==> config.mk <==
export PLATFORM = sky130hd
export DESIGN_NAME = adc_sequencer_start_control
export DESIGN_NICKNAME = d
export VERILOG_FILES = /design/src/design/adc_seq_pkg.sv /design/src/design/rate_if.sv /design/src/design/rate_divider.sv /design/src/design/pin_edge_detect.sv /design/src/design/adc_sequencer_start_control.sv
export VERILOG_INCLUDE_DIRS = /design/src /design/src/design
export SDC_FILE = /design/constraint.sdc
export NUM_CORES = 1
export LEC_CHECK = 0
export BUFFER_PORTS_ARGS = -buffer_cell sky130_fd_sc_hd__buf_2
export CAP_MARGIN = 40
export CELL_PAD_IN_SITES_DETAIL_PLACEMENT = 1
export CELL_PAD_IN_SITES_GLOBAL_PLACEMENT = 2
export CORE_ASPECT_RATIO = 1.2
export CORE_MARGIN = 1
export CORE_UTILIZATION = 41
export CTS_BUF_LIST = sky130_fd_sc_hd__clkbuf_4 sky130_fd_sc_hd__clkbuf_8
export DETAILED_ROUTE_END_ITERATION = 16
export GPL_TIMING_DRIVEN = 0
export MAX_ROUTING_LAYER = met4
export PLACE_DENSITY_LB_ADDON = 0.1
export SYNTH_ARGS = -nofsm -noshare
export SYNTH_HDL_FRONTEND = slang
export SYNTH_SLANG_ARGS = --single-unit
export TNS_END_PERCENT = 10
==> constraint.sdc <==
create_clock -name clk -period 8.5 [get_ports clk]
set_input_delay 1.275 -clock clk [delete_from_list [all_inputs] [get_ports clk]]
set_output_delay 1.275 -clock clk [all_outputs]
set_load 0.1 [all_outputs]
==> src/design/adc_seq_regs.svh <==
// Purpose: register offsets, field positions and reset values of the converter sequencer
// Assumes: 32-bit register accesses at byte offsets
// Notes:   definitions only
`ifndef ADC_SEQ_REGS_SVH
`define ADC_SEQ_REGS_SVH

`define REG_ADDR_W       8
`define REG_BASE_CLK     8'h0c
`define REG_START_DIV    8'h10
`define REG_SCAN_DIV     8'h14
`define REG_GAIN_LO      8'h18
`define REG_GAIN_HI      8'h1c
`define REG_CTRL0        8'h38
`define REG_CTRL1        8'h3c

`define REG_RESET        32'h0000_0000
`define BASE_CLK_HZ      32'h05f5_e100
`define CTL_WRITE_MASK   32'h0005_0377

`define CTL_LAST_LSB     0
`define CTL_LAST_MSB     2
`define CTL_GAIN_LSB     4
`define CTL_GAIN_MSB     6
`define CTL_SEQ_LSB      8
`define CTL_SEQ_MSB      9
`define CTL_START_BIT    16
`define CTL_SCAN_BIT     18
`define STS_ARMED_BIT    20
`define STS_RUN_BIT      21
`define STS_SCAN_BIT     22
`define STS_STEP_LSB     24
`define STS_STEP_MSB     26

`define GAIN_NIBBLE_W    4

`endif

==> src/design/adc_seq_pkg.sv <==
// Purpose: shared types of the converter sequencer
// Assumes: two converters, eight channels each
// Notes:   offsets and field positions live in adc_seq_regs.svh
package adc_seq_pkg;

	localparam int NUM_CONV = 2;

	typedef logic [2:0] chan_t;
	typedef logic [3:0] gain_t;

	typedef enum logic [1:0] {
		SEQ_SINGLE   = 2'h0,
		SEQ_MODIFY   = 2'h1,
		SEQ_ADVANCED = 2'h2,
		SEQ_BASIC    = 2'h3
	} seq_mode_t;

	typedef enum logic [1:0] {
		ACQ_IDLE,
		ACQ_ARMED,
		ACQ_RUNNING
	} acq_state_t;

endpackage : adc_seq_pkg

==> src/design/rate_if.sv <==
// Purpose: carrier between the sequencer and its rate dividers
// Assumes: single clock domain
// Notes:   tick is a one-cycle pulse
`timescale 1ns/1ps
interface rate_if;
	logic [31:0] divisor;
	logic        run;
	logic        restart;
	logic        tick;

	modport timer (input divisor, input run, input restart, output tick);
	modport user  (output divisor, output run, output restart, input tick);
endinterface : rate_if

==> src/design/rate_divider.sv <==
// Purpose: divides the base sequencer clock by a register value
// Assumes: base clock is clk
// Notes:   a divisor of zero never ticks
`timescale 1ns/1ps
module rate_divider (
	input  wire logic clk,
	input  wire logic rst,
	rate_if.timer     rate
);
	logic [31:0] count;

	// the restart cycle counts as the first of the period, since the starter already fired one event;
	// a divisor lowered below the running count ends the period at once instead of wrapping
	always_ff @(posedge clk) begin
		if (rst || rate.divisor == 32'h0) begin
			count     <= 32'h0;
			rate.tick <= 1'b0;
		end else if (rate.restart) begin
			count     <= (rate.divisor == 32'h1) ? 32'h0 : 32'h1;
			rate.tick <= rate.divisor == 32'h1;
		end else if (!rate.run) begin
			count     <= 32'h0;
			rate.tick <= 1'b0;
		end else if (count >= 32'(rate.divisor - 32'h1)) begin
			count     <= 32'h0;
			rate.tick <= 1'b1;
		end else begin
			count     <= 32'(count + 32'h1);
			rate.tick <= 1'b0;
		end
	end
endmodule : rate_divider

==> src/design/pin_edge_detect.sv <==
// Purpose: synchronises a digital input and reports its selected edge
// Assumes: pin is asynchronous to clk
// Notes:   pulse is one cycle, three cycles after the pin moves
`timescale 1ns/1ps
module pin_edge_detect (
	input  wire logic clk,
	input  wire logic rst,
	input  wire logic pin,
	input  wire logic rising_sel,
	input  wire logic enable,
	output logic      pulse
);
	logic       meta;
	logic       sync;
	logic       last;
	logic [1:0] settle;

	// edges count only once the whole chain holds pin samples, so a pin idling high
	// does not look like a rising edge right after reset
	always_ff @(posedge clk) begin
		if (rst)
			settle <= 2'h0;
		else if (!(&settle))
			settle <= 2'(settle + 2'h1);
	end

	always_ff @(posedge clk) begin
		if (rst) begin
			meta <= 1'b0;
			sync <= 1'b0;
			last <= 1'b0;
		end else begin
			meta <= pin;
			sync <= meta;
			last <= sync;
		end
	end

	always_ff @(posedge clk) begin
		if (rst)
			pulse <= 1'b0;
		else
			pulse <= enable && (&settle) && (rising_sel ? (sync && !last) : (!sync && last));
	end
endmodule : pin_edge_detect

==> src/design/adc_sequencer_start_control.sv <==
// Purpose: channel sequencing and start timing for two converter front ends
// Assumes: registers reached with 32-bit accesses at byte offsets; one 100 MHz clock
// Notes:   trigger and start inputs are asynchronous pins; their enables come from local logic
//
// Function
// - each converter has its own mode field
// - mode 00 converts last channel, common gain
// - mode 01 edits settings without restarting stepping
// - mode 10 steps channels using per-channel gains
// - advanced sequence wraps to channel zero
// - mode 11 steps and wraps, common gain
// - zero divisor: start bit gives one event
// - nonzero divisor: first register's start bit starts now, then periodic
// - nonzero divisor, trigger enabled: first register's start bit only arms
// - periodic runs until stop write or reset
// - external start edge gives one event
// - single mode: one channel per event
// - scan mode: whole sequence per event
// - scan channels paced by second divisor
// - scan ignored for mode 00 or last zero
// - start rate is base clock over divisor
// - one gain nibble per channel
`timescale 1ns/1ps
`include "adc_seq_regs.svh"
module adc_sequencer_start_control
	import adc_seq_pkg::*;
(
	input  wire logic                   clk,
	input  wire logic                   rst,
	input  wire logic                   reg_wr,
	input  wire logic                   reg_rd,
	input  wire logic [`REG_ADDR_W-1:0] reg_addr,
	input  wire logic [31:0]            reg_wdata,
	output logic      [31:0]            reg_rdata,
	output logic                        reg_rvalid,
	input  wire logic                   ext_trig_enable,
	input  wire logic                   ext_trig_rising,
	input  wire logic                   ext_trig_pin,
	input  wire logic                   ext_start_enable,
	input  wire logic                   ext_start_rising,
	input  wire logic                   ext_start_pin,
	output logic      [NUM_CONV-1:0]    conv_start,
	output chan_t     [NUM_CONV-1:0]    conv_channel,
	output gain_t     [NUM_CONV-1:0]    conv_gain
);

	////////////////////////////////////////////////////////////////////////////////////////////////
	// registers

	logic       [31:0] start_rate_divisor;
	logic       [31:0] scan_channel_rate_divisor;
	logic       [31:0] gain_codes_low_channels;
	logic       [31:0] gain_codes_high_channels;
	logic       [31:0] converter_zero_control;
	logic       [31:0] converter_one_control;
	acq_state_t        acq_state;

	logic wr_start_div;
	logic wr_scan_div;
	logic wr_gain_lo;
	logic wr_gain_hi;
	logic wr_ctrl0;
	logic wr_ctrl1;
	logic wdata_start;

	assign wr_start_div = reg_wr && reg_addr == `REG_START_DIV;
	assign wr_scan_div  = reg_wr && reg_addr == `REG_SCAN_DIV;
	assign wr_gain_lo   = reg_wr && reg_addr == `REG_GAIN_LO;
	assign wr_gain_hi   = reg_wr && reg_addr == `REG_GAIN_HI;
	assign wr_ctrl0     = reg_wr && reg_addr == `REG_CTRL0;
	assign wr_ctrl1     = reg_wr && reg_addr == `REG_CTRL1;
	assign wdata_start  = reg_wdata[`CTL_START_BIT];

	always_ff @(posedge clk) begin
		if (rst) begin
			start_rate_divisor        <= `REG_RESET;
			scan_channel_rate_divisor <= `REG_RESET;
			gain_codes_low_channels   <= `REG_RESET;
			gain_codes_high_channels  <= `REG_RESET;
		end else begin
			if (wr_start_div)
				start_rate_divisor <= reg_wdata;
			if (wr_scan_div)
				scan_channel_rate_divisor <= reg_wdata;
			if (wr_gain_lo)
				gain_codes_low_channels <= reg_wdata;
			if (wr_gain_hi)
				gain_codes_high_channels <= reg_wdata;
		end
	end

	// only defined control fields are kept so reserved bits read back as zero
	always_ff @(posedge clk) begin
		if (rst) begin
			converter_zero_control <= `REG_RESET;
			converter_one_control  <= `REG_RESET;
		end else begin
			if (wr_ctrl0)
				converter_zero_control <= reg_wdata & `CTL_WRITE_MASK;
			if (wr_ctrl1)
				converter_one_control <= reg_wdata & `CTL_WRITE_MASK;
		end
	end

	////////////////////////////////////////////////////////////////////////////////////////////////
	// effective control fields

	// a control write steers the start event it raises, so that cycle reads the write data;
	// using only the stored copy would run that event with the previous settings
	logic [31:0] ctrl0_eff;
	logic [31:0] ctrl1_eff;
	logic        scan_req;

	assign ctrl0_eff = wr_ctrl0 ? (reg_wdata & `CTL_WRITE_MASK) : converter_zero_control;
	assign ctrl1_eff = wr_ctrl1 ? (reg_wdata & `CTL_WRITE_MASK) : converter_one_control;
	assign scan_req  = ctrl0_eff[`CTL_SCAN_BIT];

	////////////////////////////////////////////////////////////////////////////////////////////////
	// start event sources

	logic trig_pulse;
	logic ext_start_pulse;
	logic div_zero;
	logic sw_evt;
	logic trig_evt;
	logic timer_evt;
	logic start_evt;
	logic scan_tick;
	logic any_scanning;

	rate_if start_rate ();
	rate_if scan_rate ();

	pin_edge_detect u_trig_edge (
		.clk        (clk),
		.rst        (rst),
		.pin        (ext_trig_pin),
		.rising_sel (ext_trig_rising),
		.enable     (ext_trig_enable),
		.pulse      (trig_pulse)
	);

	pin_edge_detect u_start_edge (
		.clk        (clk),
		.rst        (rst),
		.pin        (ext_start_pin),
		.rising_sel (ext_start_rising),
		.enable     (ext_start_enable),
		.pulse      (ext_start_pulse)
	);

	assign div_zero = start_rate_divisor == `REG_RESET;

	// software start: either control register when untimed, only the first one when timed and the trigger is disabled
	assign sw_evt = ((wr_ctrl0 || wr_ctrl1) && wdata_start && div_zero)
		|| (wr_ctrl0 && wdata_start && !div_zero && !ext_trig_enable);

	// a write to the first control register in the same cycle overrides a pending trigger
	assign trig_evt  = acq_state == ACQ_ARMED && trig_pulse && !wr_ctrl0;
	assign timer_evt = acq_state == ACQ_RUNNING && start_rate.tick;
	assign start_evt = sw_evt || trig_evt || timer_evt || ext_start_pulse;

	// a stop write also drops an armed trigger, so a late edge cannot restart the run
	always_ff @(posedge clk) begin
		if (rst) begin
			acq_state <= ACQ_IDLE;
		end else if (wr_ctrl0) begin
			if (!wdata_start || div_zero)
				acq_state <= ACQ_IDLE;
			else if (ext_trig_enable)
				acq_state <= ACQ_ARMED;
			else
				acq_state <= ACQ_RUNNING;
		end else if (trig_evt) begin
			acq_state <= ACQ_RUNNING;
		end
	end

	// the base sequencer clock is clk itself, so the rate is clk over the divisor
	assign start_rate.divisor = start_rate_divisor;
	assign start_rate.run     = acq_state == ACQ_RUNNING;
	assign start_rate.restart = sw_evt || trig_evt;

	rate_divider u_start_rate (
		.clk  (clk),
		.rst  (rst),
		.rate (start_rate.timer)
	);

	assign scan_rate.divisor = scan_channel_rate_divisor;
	assign scan_rate.run     = any_scanning;
	// every start event restarts the scan timer so each scan keeps its own channel spacing
	assign scan_rate.restart = start_evt;
	assign scan_tick         = scan_rate.tick;

	rate_divider u_scan_rate (
		.clk  (clk),
		.rst  (rst),
		.rate (scan_rate.timer)
	);

	////////////////////////////////////////////////////////////////////////////////////////////////
	// per-converter channel stepping

	logic  [NUM_CONV-1:0] scanning_vec;
	chan_t [NUM_CONV-1:0] step_vec;

	assign any_scanning = |scanning_vec;

	for (genvar i = 0; i < NUM_CONV; i++) begin : g_conv
		logic      [31:0] ctrl;
		logic      [31:0] gains;
		seq_mode_t        mode;
		chan_t            last;
		logic      [2:0]  cgain;
		logic             scan_eff;
		logic             step_clear;
		chan_t            step;
		chan_t            cur;
		chan_t            ch;
		logic             scanning;
		logic             scan_fire;
		logic             fire;

		assign ctrl    = (i == 0) ? ctrl0_eff : ctrl1_eff;
		assign gains   = (i == 0) ? gain_codes_low_channels : gain_codes_high_channels;
		assign mode    = seq_mode_t'(ctrl[`CTL_SEQ_MSB:`CTL_SEQ_LSB]);
		assign last    = ctrl[`CTL_LAST_MSB:`CTL_LAST_LSB];
		assign cgain   = ctrl[`CTL_GAIN_MSB:`CTL_GAIN_LSB];

		// the scan bit belongs to the first control register and serves both converters
		assign scan_eff = scan_req
			&& mode != SEQ_SINGLE && last != chan_t'(0);

		// a start, arm or stop write rewinds the stepping unless the new mode only edits settings
		assign step_clear = (wr_ctrl0 || (wr_ctrl1 && wdata_start))
			&& mode != SEQ_MODIFY;

		assign cur       = step_clear ? chan_t'(0) : step;
		assign scan_fire = scanning && scan_tick && !step_clear;
		assign fire      = start_evt || scan_fire;
		// every scan begins at channel zero even if single steps left the counter elsewhere
		assign ch        = (start_evt && scan_eff) ? chan_t'(0) : cur;

		always_ff @(posedge clk) begin
			if (rst) begin
				step     <= chan_t'(0);
				scanning <= 1'b0;
			end else if (start_evt && mode != SEQ_SINGLE) begin
				if (scan_eff) begin
					step     <= chan_t'(1);
					scanning <= 1'b1;
				end else begin
					step     <= (cur >= last) ? chan_t'(0) : chan_t'(cur + chan_t'(1));
					scanning <= 1'b0;
				end
			end else if (scan_fire) begin
				// a last channel lowered below the current step wraps the next step to zero
				step     <= (cur >= last) ? chan_t'(0) : chan_t'(cur + chan_t'(1));
				scanning <= cur < last;
			end else if (step_clear || (start_evt && mode == SEQ_SINGLE)) begin
				step     <= chan_t'(0);
				scanning <= 1'b0;
			end
		end

		always_ff @(posedge clk) begin
			if (rst) begin
				conv_start[i]   <= 1'b0;
				conv_channel[i] <= chan_t'(0);
				conv_gain[i]    <= gain_t'(0);
			end else begin
				conv_start[i] <= fire;
				// channel and gain hold after the pulse so a slow front end may sample them late
				if (fire) begin
					unique case (mode)
						SEQ_SINGLE: begin
							conv_channel[i] <= last;
							conv_gain[i]    <= {1'b0, cgain};
						end
						SEQ_ADVANCED: begin
							conv_channel[i] <= ch;
							conv_gain[i]    <= gains[{ch, 2'h0} +: `GAIN_NIBBLE_W];
						end
						SEQ_MODIFY, SEQ_BASIC: begin
							conv_channel[i] <= ch;
							conv_gain[i]    <= {1'b0, cgain};
						end
					endcase
				end
			end
		end

		assign scanning_vec[i] = scanning;
		assign step_vec[i]     = step;
	end

	////////////////////////////////////////////////////////////////////////////////////////////////
	// register read-back

	logic [31:0] sts0;
	logic [31:0] sts1;

	// live status is merged into the control words; these bits are never stored
	always_comb begin
		sts0                                  = converter_zero_control;
		sts0[`STS_ARMED_BIT]                  = acq_state == ACQ_ARMED;
		sts0[`STS_RUN_BIT]                    = acq_state == ACQ_RUNNING;
		sts0[`STS_SCAN_BIT]                   = scanning_vec[0];
		sts0[`STS_STEP_MSB:`STS_STEP_LSB]     = step_vec[0];
		sts1                                  = converter_one_control;
		sts1[`STS_SCAN_BIT]                   = scanning_vec[1];
		sts1[`STS_STEP_MSB:`STS_STEP_LSB]     = step_vec[1];
	end

	always_ff @(posedge clk) begin
		if (rst) begin
			reg_rvalid <= 1'b0;
			reg_rdata  <= `REG_RESET;
		end else begin
			reg_rvalid <= reg_rd;
			// read data holds until the next read so software may fetch it late
			if (reg_rd) begin
				unique case (reg_addr)
					`REG_BASE_CLK:  reg_rdata <= `BASE_CLK_HZ;
					`REG_START_DIV: reg_rdata <= start_rate_divisor;
					`REG_SCAN_DIV:  reg_rdata <= scan_channel_rate_divisor;
					`REG_GAIN_LO:   reg_rdata <= gain_codes_low_channels;
					`REG_GAIN_HI:   reg_rdata <= gain_codes_high_channels;
					`REG_CTRL0:     reg_rdata <= sts0;
					`REG_CTRL1:     reg_rdata <= sts1;
					default:        reg_rdata <= `REG_RESET;
				endcase
			end
		end
	end

endmodule : adc_sequencer_start_control

==> results of run 1 <==
-- synthesized netlist by cell type (6+ instances only) --
cell | instances | area [um2]
a211o_1 | 6 | 52.6
a211oi_1 | 8 | 60.1
a21o_1 | 22 | 165
a21oi_1 | 218 | 1090
a221oi_1 | 16 | 140
a22oi_1 | 43 | 323
a31oi_1 | 21 | 131
and2_1 | 7 | 43.8
and3_1 | 16 | 100
buf_2 | 6 | 30.0
clkbuf_1 | 92 | 345
dfxtp_1 | 285 | 5710
ha_1 | 81 | 1010
inv_1 | 35 | 131
mux2_2 | 8 | 90.1
mux2i_1 | 59 | 591
nand2_1 | 349 | 1310
nand2b_1 | 9 | 56.3
nand3_1 | 41 | 205
nand3b_1 | 6 | 45.0
nand4_1 | 28 | 175
nor2_1 | 242 | 908
nor2b_1 | 17 | 106
nor3_1 | 43 | 215
nor4_1 | 21 | 131
o211ai_1 | 8 | 60.1
o21a_1 | 6 | 45.0
o21ai_0 | 41 | 205
o31ai_1 | 6 | 45.0
or3_1 | 6 | 37.5
or4_1 | 10 | 75.1
xnor2_1 | 65 | 569
xor2_1 | 52 | 455
-- power by group through the flow --
stage / registers [W] / logic (W) / clock network (W)
3_5_place_dp: 0.00138 / 0.000134 / 0
6_report: 0.00135 / 0.000136 / 0.00136
4_1_cts: 0.00135 / 0.000134 / 0.00138
3_3_place_gp: 0.00138 / 0.000128 / 0
2_1_floorplan: 0.00138 / 0.0000612 / 0
5_1_grt: 0.00135 / 0.000142 / 0.00143
-- flip-flops by register name (all words and copies together) (netlist names), 2 cells and up --
name	flops
converter_zero_control	10
g_conv.gains	64
g_conv.step	6
u_start_edge.settle	2
acq_state	2
u_scan_rate.count	32
conv_gain	8
u_trig_edge.settle	2
u_start_rate.count	32
conv_channel	6
conv_start	2
reg_rdata	32
converter_one_control	10
g_conv.scanning	2
scan_channel_rate_divisor	32
start_rate.divisor	32
-- cells in the final DEF (no fill, tap or decap), drive strengths merged, types with 8 or more instances in the layout --
cell type / Yosys / final
a211oi: 8 / 8
a21o: 22 / 22
a21oi: 218 / 218
a221oi: 16 / 16
a22oi: 43 / 43
a31oi: 21 / 21
and2: 9 / 9
and3: 17 / 17
buf: 14 / 119
clkbuf: 93 / 174
clkinv: 1 / 8
dfxtp: 285 / 285
ha: 81 / 81
inv: 35 / 35
mux2: 8 / 8
mux2i: 59 / 59
nand2: 351 / 351
nand2b: 9 / 9
nand3: 41 / 41
nand4: 28 / 28
nor2: 243 / 243
nor2b: 17 / 17
nor3: 43 / 43
nor4: 22 / 22
o211ai: 8 / 8
o21ai: 42 / 42
or4: 11 / 11
xnor2: 65 / 65
xor2: 52 / 52
-- how the worst min path moves through the flow --
stage | start | to | depth (start not counted)
2_1_floorplan | u_start_edge.meta | u_start_edge.sync | 1
3_3_place_gp | u_start_edge.meta | u_start_edge.sync | 1
3_5_place_dp | u_trig_edge.meta | u_trig_edge.sync | 1
4_1_cts | u_trig_edge.meta | u_trig_edge.sync | 1
5_1_grt | u_start_edge.meta | u_start_edge.sync | 1
6_report | u_start_edge.meta | u_start_edge.sync | 1
-- worst max-delay path, cell delays in order, from the launching register on --
cell and delay [ns]:
dfxtp_1 0.38, inv_1 0.18, ha_1 0.35, or4b_2 0.64, nor4_1 0.38, nand2_1 0.14, nor4_1 0.52, nand3_1 0.17
xor2_1 0.19, ha_1 0.31, nand4_1 0.10, nor2_1 0.07, a211o_1 0.25, a31oi_1 0.27, nand3_1 0.24, buf_2 0.27
a21oi_1 0.13
-- per-stage QoR --
stage	std cells	instance area, um2	hold slack [ns]
6_report	2616	17600	0.451
5_1_grt	2615	17500	0.469
4_1_cts	2615	17500	0.452
3_5_place_dp	2527	16500	0.437
2_1_floorplan	1946	15300	0.414
3_3_place_gp	2515	16400	0.417
-- cell families after synthesis --
| logic type | share of synthesized area |
|---|---|
| compound gates | 0.167 |
| xor+xnor | 0.0669 |
| fa+ha+maj | 0.0662 |
| buf+inv | 0.0391 |
| flops | 0.373 |
| mux | 0.0459 |
| simple gates | 0.242 |
-- routing by layer --
layer	share of wire	global-route usage	up-vias
met3	0.039	0.0374	176
met4	0.062	0.197	0
met2	0.49	0.584	415
li1	-	-	7112
met5	0	-	-
met1	0.40	0.375	7369
-- layout make-up --
cell class	instances	area share
multi-input combinational	1517	0.513
sequential	285	0.325
clock buffer	81	0.0575
timing repair buffer	107	0.0339
tap	474	0.0338
buffer	108	0.0264
inverter	36	0.00770
clock inverter	7	0.00200
antenna	1	0.000143
==> flow_metrics.tcl, run 1 <==
set metrics [dict create \
    status "complete, no violations" \
    rrSetupSlack_ns 3.83 \
    die_x_um 178 \
    cts_hold_buf 0 \
    dp_slack_ns 3.45 \
    swShare 0.252 \
    ys_types 76 \
    p_leak_nw 7.05 \
    wl_um 62500 \
    ys_seq_area_frac 0.373 \
    dieArea_um2 38100 \
    seqCellArea_um2 5710 \
    cts_tree "built" \
    synth-seq-cells 285 \
    routedWlPerCell_um 23.9 \
    grt_max_degree 13 \
    critPathLaunchType "register" \
    finClkSkew_ns 0.0270 \
    fmax_mhz 214 \
    cts-htree-levels 2 \
    seqPwrFrac 0.474 \
    rows 77 \
    finalSetupTns_ns 0 \
    cts-buffers-inserted 51 \
    grt_pass1_wl_um 92400 \
    hold_viol 0 \
    cts_buffer_depth 3 \
    rsz0062_at_grt "false" \
    cp-end-kind "register" \
    fin_crit_sh 0.549 \
    maxSlewHeadroom 0.386 \
    n_fill_cell 4654 \
    critPathKind "register to register" \
    core-area_um2 36800 \
    clk_latency_ns 0.63 \
    vias_per_cell 5.76 \
    powerDensity_nw_per_um2 162 \
    clk_pin_slew_worst_paths_ns 0.07 \
    gp_congestion 0.926 \
    yosysWarnings 0 \
    die_y_um 214 \
    synth_fp_nets 2077 \
    setup_viol 0 \
    synth_flop_cell "dfxtp_1" \
    cts_setup_buffers 0 \
    areaGrowthSynthToFinish_pct 14.6 \
    ctsResizeCount 0 \
    p_sw_w 0.000717 \
    rr_worst_depth 16 \
    final.setup.worst_slack_ns 3.83 \
    drcViolationCount 0 \
    synthArstFlopShare 0 \
    grt_pass1_vias 15290 \
    startpoint "start_rate.divisor[0]" \
    final_util 0.477 \
    required_ns 9.03 \
    start_util 0.416 \
    drive_above_1_share 0.110 \
    worst_slew_pin_slew_ns 0.921 \
    antenna_found_initial 0 \
    ir_worst_vdd_uv 148 \
    multi_input_area_um2 9010 \
    post-dp-hpwl_um 49300 \
    reg2reg_to "u_start_rate.count[23]" \
    grt-ovfl-total 0 \
    synth.avg_cell_area_um2 7.87 \
    io_pins 99 \
    synth-edff-count 0 \
    syn_inst 1946 \
    critPathCapture "u_start_rate.count[23]" \
    num_vias 15072 \
    pwr-share-comb 0.048 \
    fin_crit_ns 4.67 \
    final_antenna_net_count 0 \
    dr.pass1.iters 5 \
    drt-initial-drc-count 859 \
    power_w 0.00284 \
    hold_class "register to register" \
    worstReg2RegStart "start_rate.divisor[0]" \
    p_int_w 0.00213 \
    cp.arrival_ns 5.20 \
    clock_sinks 285 \
    root_buffer "clkbuf_8" \
    drv_slew 0 \
    layout.nets 2237 \
    cp_max_fo 10 \
    clockPowerShare 0.478 \
    maxCapViolations 0 \
    synth_area_um2 15300 \
    io_buffers 95 \
    grt_usage 0.338 \
]
(Power assumes the default switching activity.)
==> run 2: changes to the inputs <==
--- a/config.mk
+++ b/config.mk
@@ -12,7 +12,7 @@
 export CELL_PAD_IN_SITES_GLOBAL_PLACEMENT = 2
 export CORE_ASPECT_RATIO = 1.2
 export CORE_MARGIN = 1
-export CORE_UTILIZATION = 41
+export CORE_UTILIZATION = 34
 export CTS_BUF_LIST = sky130_fd_sc_hd__clkbuf_4 sky130_fd_sc_hd__clkbuf_8
 export DETAILED_ROUTE_END_ITERATION = 16
 export GPL_TIMING_DRIVEN = 0
==> constraint.sdc (replaced) <==
create_clock -name clk -period 3.8 [get_ports clk]
set_input_delay 0.57 -clock clk [delete_from_list [all_inputs] [get_ports clk]]
set_output_delay 0.57 -clock clk [all_outputs]
set_load 0.1 [all_outputs]
==> run 2 against run 1 <==
Net effect:
- the run now ends with negative setup slack left
- worst hold slack got worse by 0.34 ns
- first-iteration DRC count is 20% lower
- count of clock-buffer cells in the layout is 2 higher
- final cell count increased by 4.7%
- combinational power increased by 130%
- via count increased by 0.38%
- die area is 20% higher
- wire length up 6.6%
- cell area rose by 5.7%
- clock skew is 0.0067 ns higher
- critical endpoint is now u_start_rate.count[6]
==> flow_metrics.tcl, run 2 (synthesized netlist as in run 1, its figures left out) <==
set metrics [dict create \
    status "finished with violations" \
    violations "negative setup slack" \
    hold_class "input port to register" \
    critPathLaunchType "register" \
    antenna_cells 0 \
    cts_buffer_depth 3 \
    mostFrequentLayoutCells "nand2_1, dfxtp_1, a21oi_1" \
    drt-initial-drc-count 684 \
    powerDensity_nw_per_um2 358 \
    maxCapViolations 0 \
    routedWlPerCell_um 24.3 \
    root_buffer "clkbuf_8" \
    cts_hold_buf 0 \
    n_fill_cell 5345 \
    cts_tree "built" \
    fin_crit_ns 3.95 \
    die_x_um 196 \
    final_util 0.420 \
    cp_max_fo 7 \
    die_y_um 235 \
    areaGrowthSynthToFinish_pct 21.1 \
    drv_slew 0 \
    fmax_mhz 253 \
    grt_max_degree 15 \
    drive_above_1_share 0.162 \
    core-area_um2 44100 \
    placed_area_um2 16600 \
    cts-htree-levels 2 \
    stdcell_area_um2 18600 \
    p_int_w 0.00495 \
    grt_usage 0.299 \
    cts-buffers-inserted 53 \
    largest_register_ffs 64 \
    gp_congestion 0.910 \
    clock_sinks 285 \
    io_pins 99 \
    wl_um 66700 \
    seqPwrFrac 0.453 \
    critPathKind "register to register" \
    p_sw_w 0.00169 \
    vias_per_cell 5.52 \
    setup_viol 38 \
    fin_hold_ws_ns 0.110 \
    num_vias 15129 \
    io_buffers 95 \
    maxSlewHeadroom 0.412 \
    grt-ovfl-total 0 \
    grt_pass1_wl_um 98000 \
    ir_worst_vdd_uv 220 \
    antenna_found_initial 0 \
    finClkSkew_ns 0.0337 \
    swShare 0.255 \
    fin_crit_sh 1.04 \
    layout_commonest_cell "nand2_1" \
    final_antenna_net_count 0 \
    post-dp-hpwl_um 51600 \
    p_leak_nw 7.40 \
    grt_pass1_vias 15463 \
    clk_pin_slew_worst_paths_ns 0.06 \
    rows 84 \
    cp.arrival_ns 4.54 \
    cp-end-kind "register" \
    rsz0062_at_grt "true" \
    required_ns 4.39 \
    layout.nets 2270 \
    pwr-share-comb 0.047 \
    clk_latency_ns 0.68 \
    clockPowerShare 0.499 \
    start_util 0.347 \
    drcViolationCount 0 \
    hold_viol 0 \
    finalSetupTns_ns -4.04 \
    worst_slew_pin_slew_ns 0.883 \
    final.setup.worst_slack_ns -0.154 \
    dieArea_um2 45900 \
    dr.pass1.iters 5 \
]
==> run 2: cell types whose count changed in the layout (fill, tap and decap cells not counted), sizes merged <==
| cell | change |
|---|---|
| buf | +32 |
| bufinv | +2 |
| clkbuf | +2 |
| inv | +2 |
| clkdlybuf4s15 | -1 |
| clkinv | +1 |
| clkinvlp | +1 |
| diode | -1 |
==> run 2: what timing repair did <==
| item | CTS | global route |
|---|---|---|
| setup endpoints to repair | 66 | 68 |
| gates cloned | 4 | 2 |
| gates resized for setup | 79 | 50 |
| setup buffers | 23 | 6 |
| pin swaps | 60 | 32 |
==> run 2: path summary, 6_finish.rpt <==
check | startpoint | endpoint | slack, ns | cells after the start
worst max-delay path | start_rate.divisor[3] | u_start_rate.count[6] | -0.15 | 14
worst min-delay path | ext_trig_pin | u_trig_edge.meta | 0.11 | 2
worst max register to register | start_rate.divisor[3] | u_start_rate.count[6] | -0.15 | 14
worst min register to register | u_trig_edge.meta | u_trig_edge.sync | 0.45 | 1
==> run 2: power by group through the flow <==
| stage | clock (W) | sequential [W] | combinational [W] |
|---|---|---|---|
| 5_1_grt | 0.00352 | 0.00301 | 0.000334 |
| 3_5_place_dp | 0 | 0.00308 | 0.000304 |
| 4_1_cts | 0.00339 | 0.00301 | 0.000312 |
| 2_1_floorplan | 0 | 0.00308 | 0.000137 |
| 3_3_place_gp | 0 | 0.00308 | 0.000293 |
| 6_report | 0.00331 | 0.00301 | 0.000315 |
==> run 2: through the flow <==
stage | power, W | worst slack, ns | instances
final | 0.00664 | -0.154 | 2739
after global routing | 0.00686 | -0.257 | 2739
after CTS | 0.00671 | -0.0923 | 2732
after detailed placement | 0.00338 | -0.670 | 2609
after global placement | 0.00337 | -0.600 | 2600
after floorplan | 0.00322 | 0.0177 | 1946
==> run 2: area by class of cell <==
cell class,count,area [um2],area share
repair buffers,138,917,0.0494
clock inverters,13,125,0.00674
flip-flops and latches,285,5740,0.309
multi-input cells,1517,9390,0.506
well taps,559,699,0.0377
clock buffers,83,1030,0.0555
inverters,36,138,0.00742
plain buffers,108,522,0.0281
==> run 2: worst max-delay path, cell delays in order, from the launching register on <==
cell	delay [ns]
dfxtp_4	0.34
or4_4	0.53
buf_8	0.15
or4_4	0.56
nor2_4	0.12
xnor2_2	0.12
ha_1	0.26
or4_1	0.52
a41o_1	0.26
a211o_1	0.29
a31oi_4	0.20
nand3_4	0.10
buf_12	0.18
buf_12	0.14
nor2_4	0.10
==> run 2: metal layers <==
layer  up-vias  track usage  wire (um)
li1       7185            -          -
met1      7434        0.326      26600
met2       359        0.541      34400
met3       151       0.0400       2570
met4         0        0.135       3060
met5         -            -          0
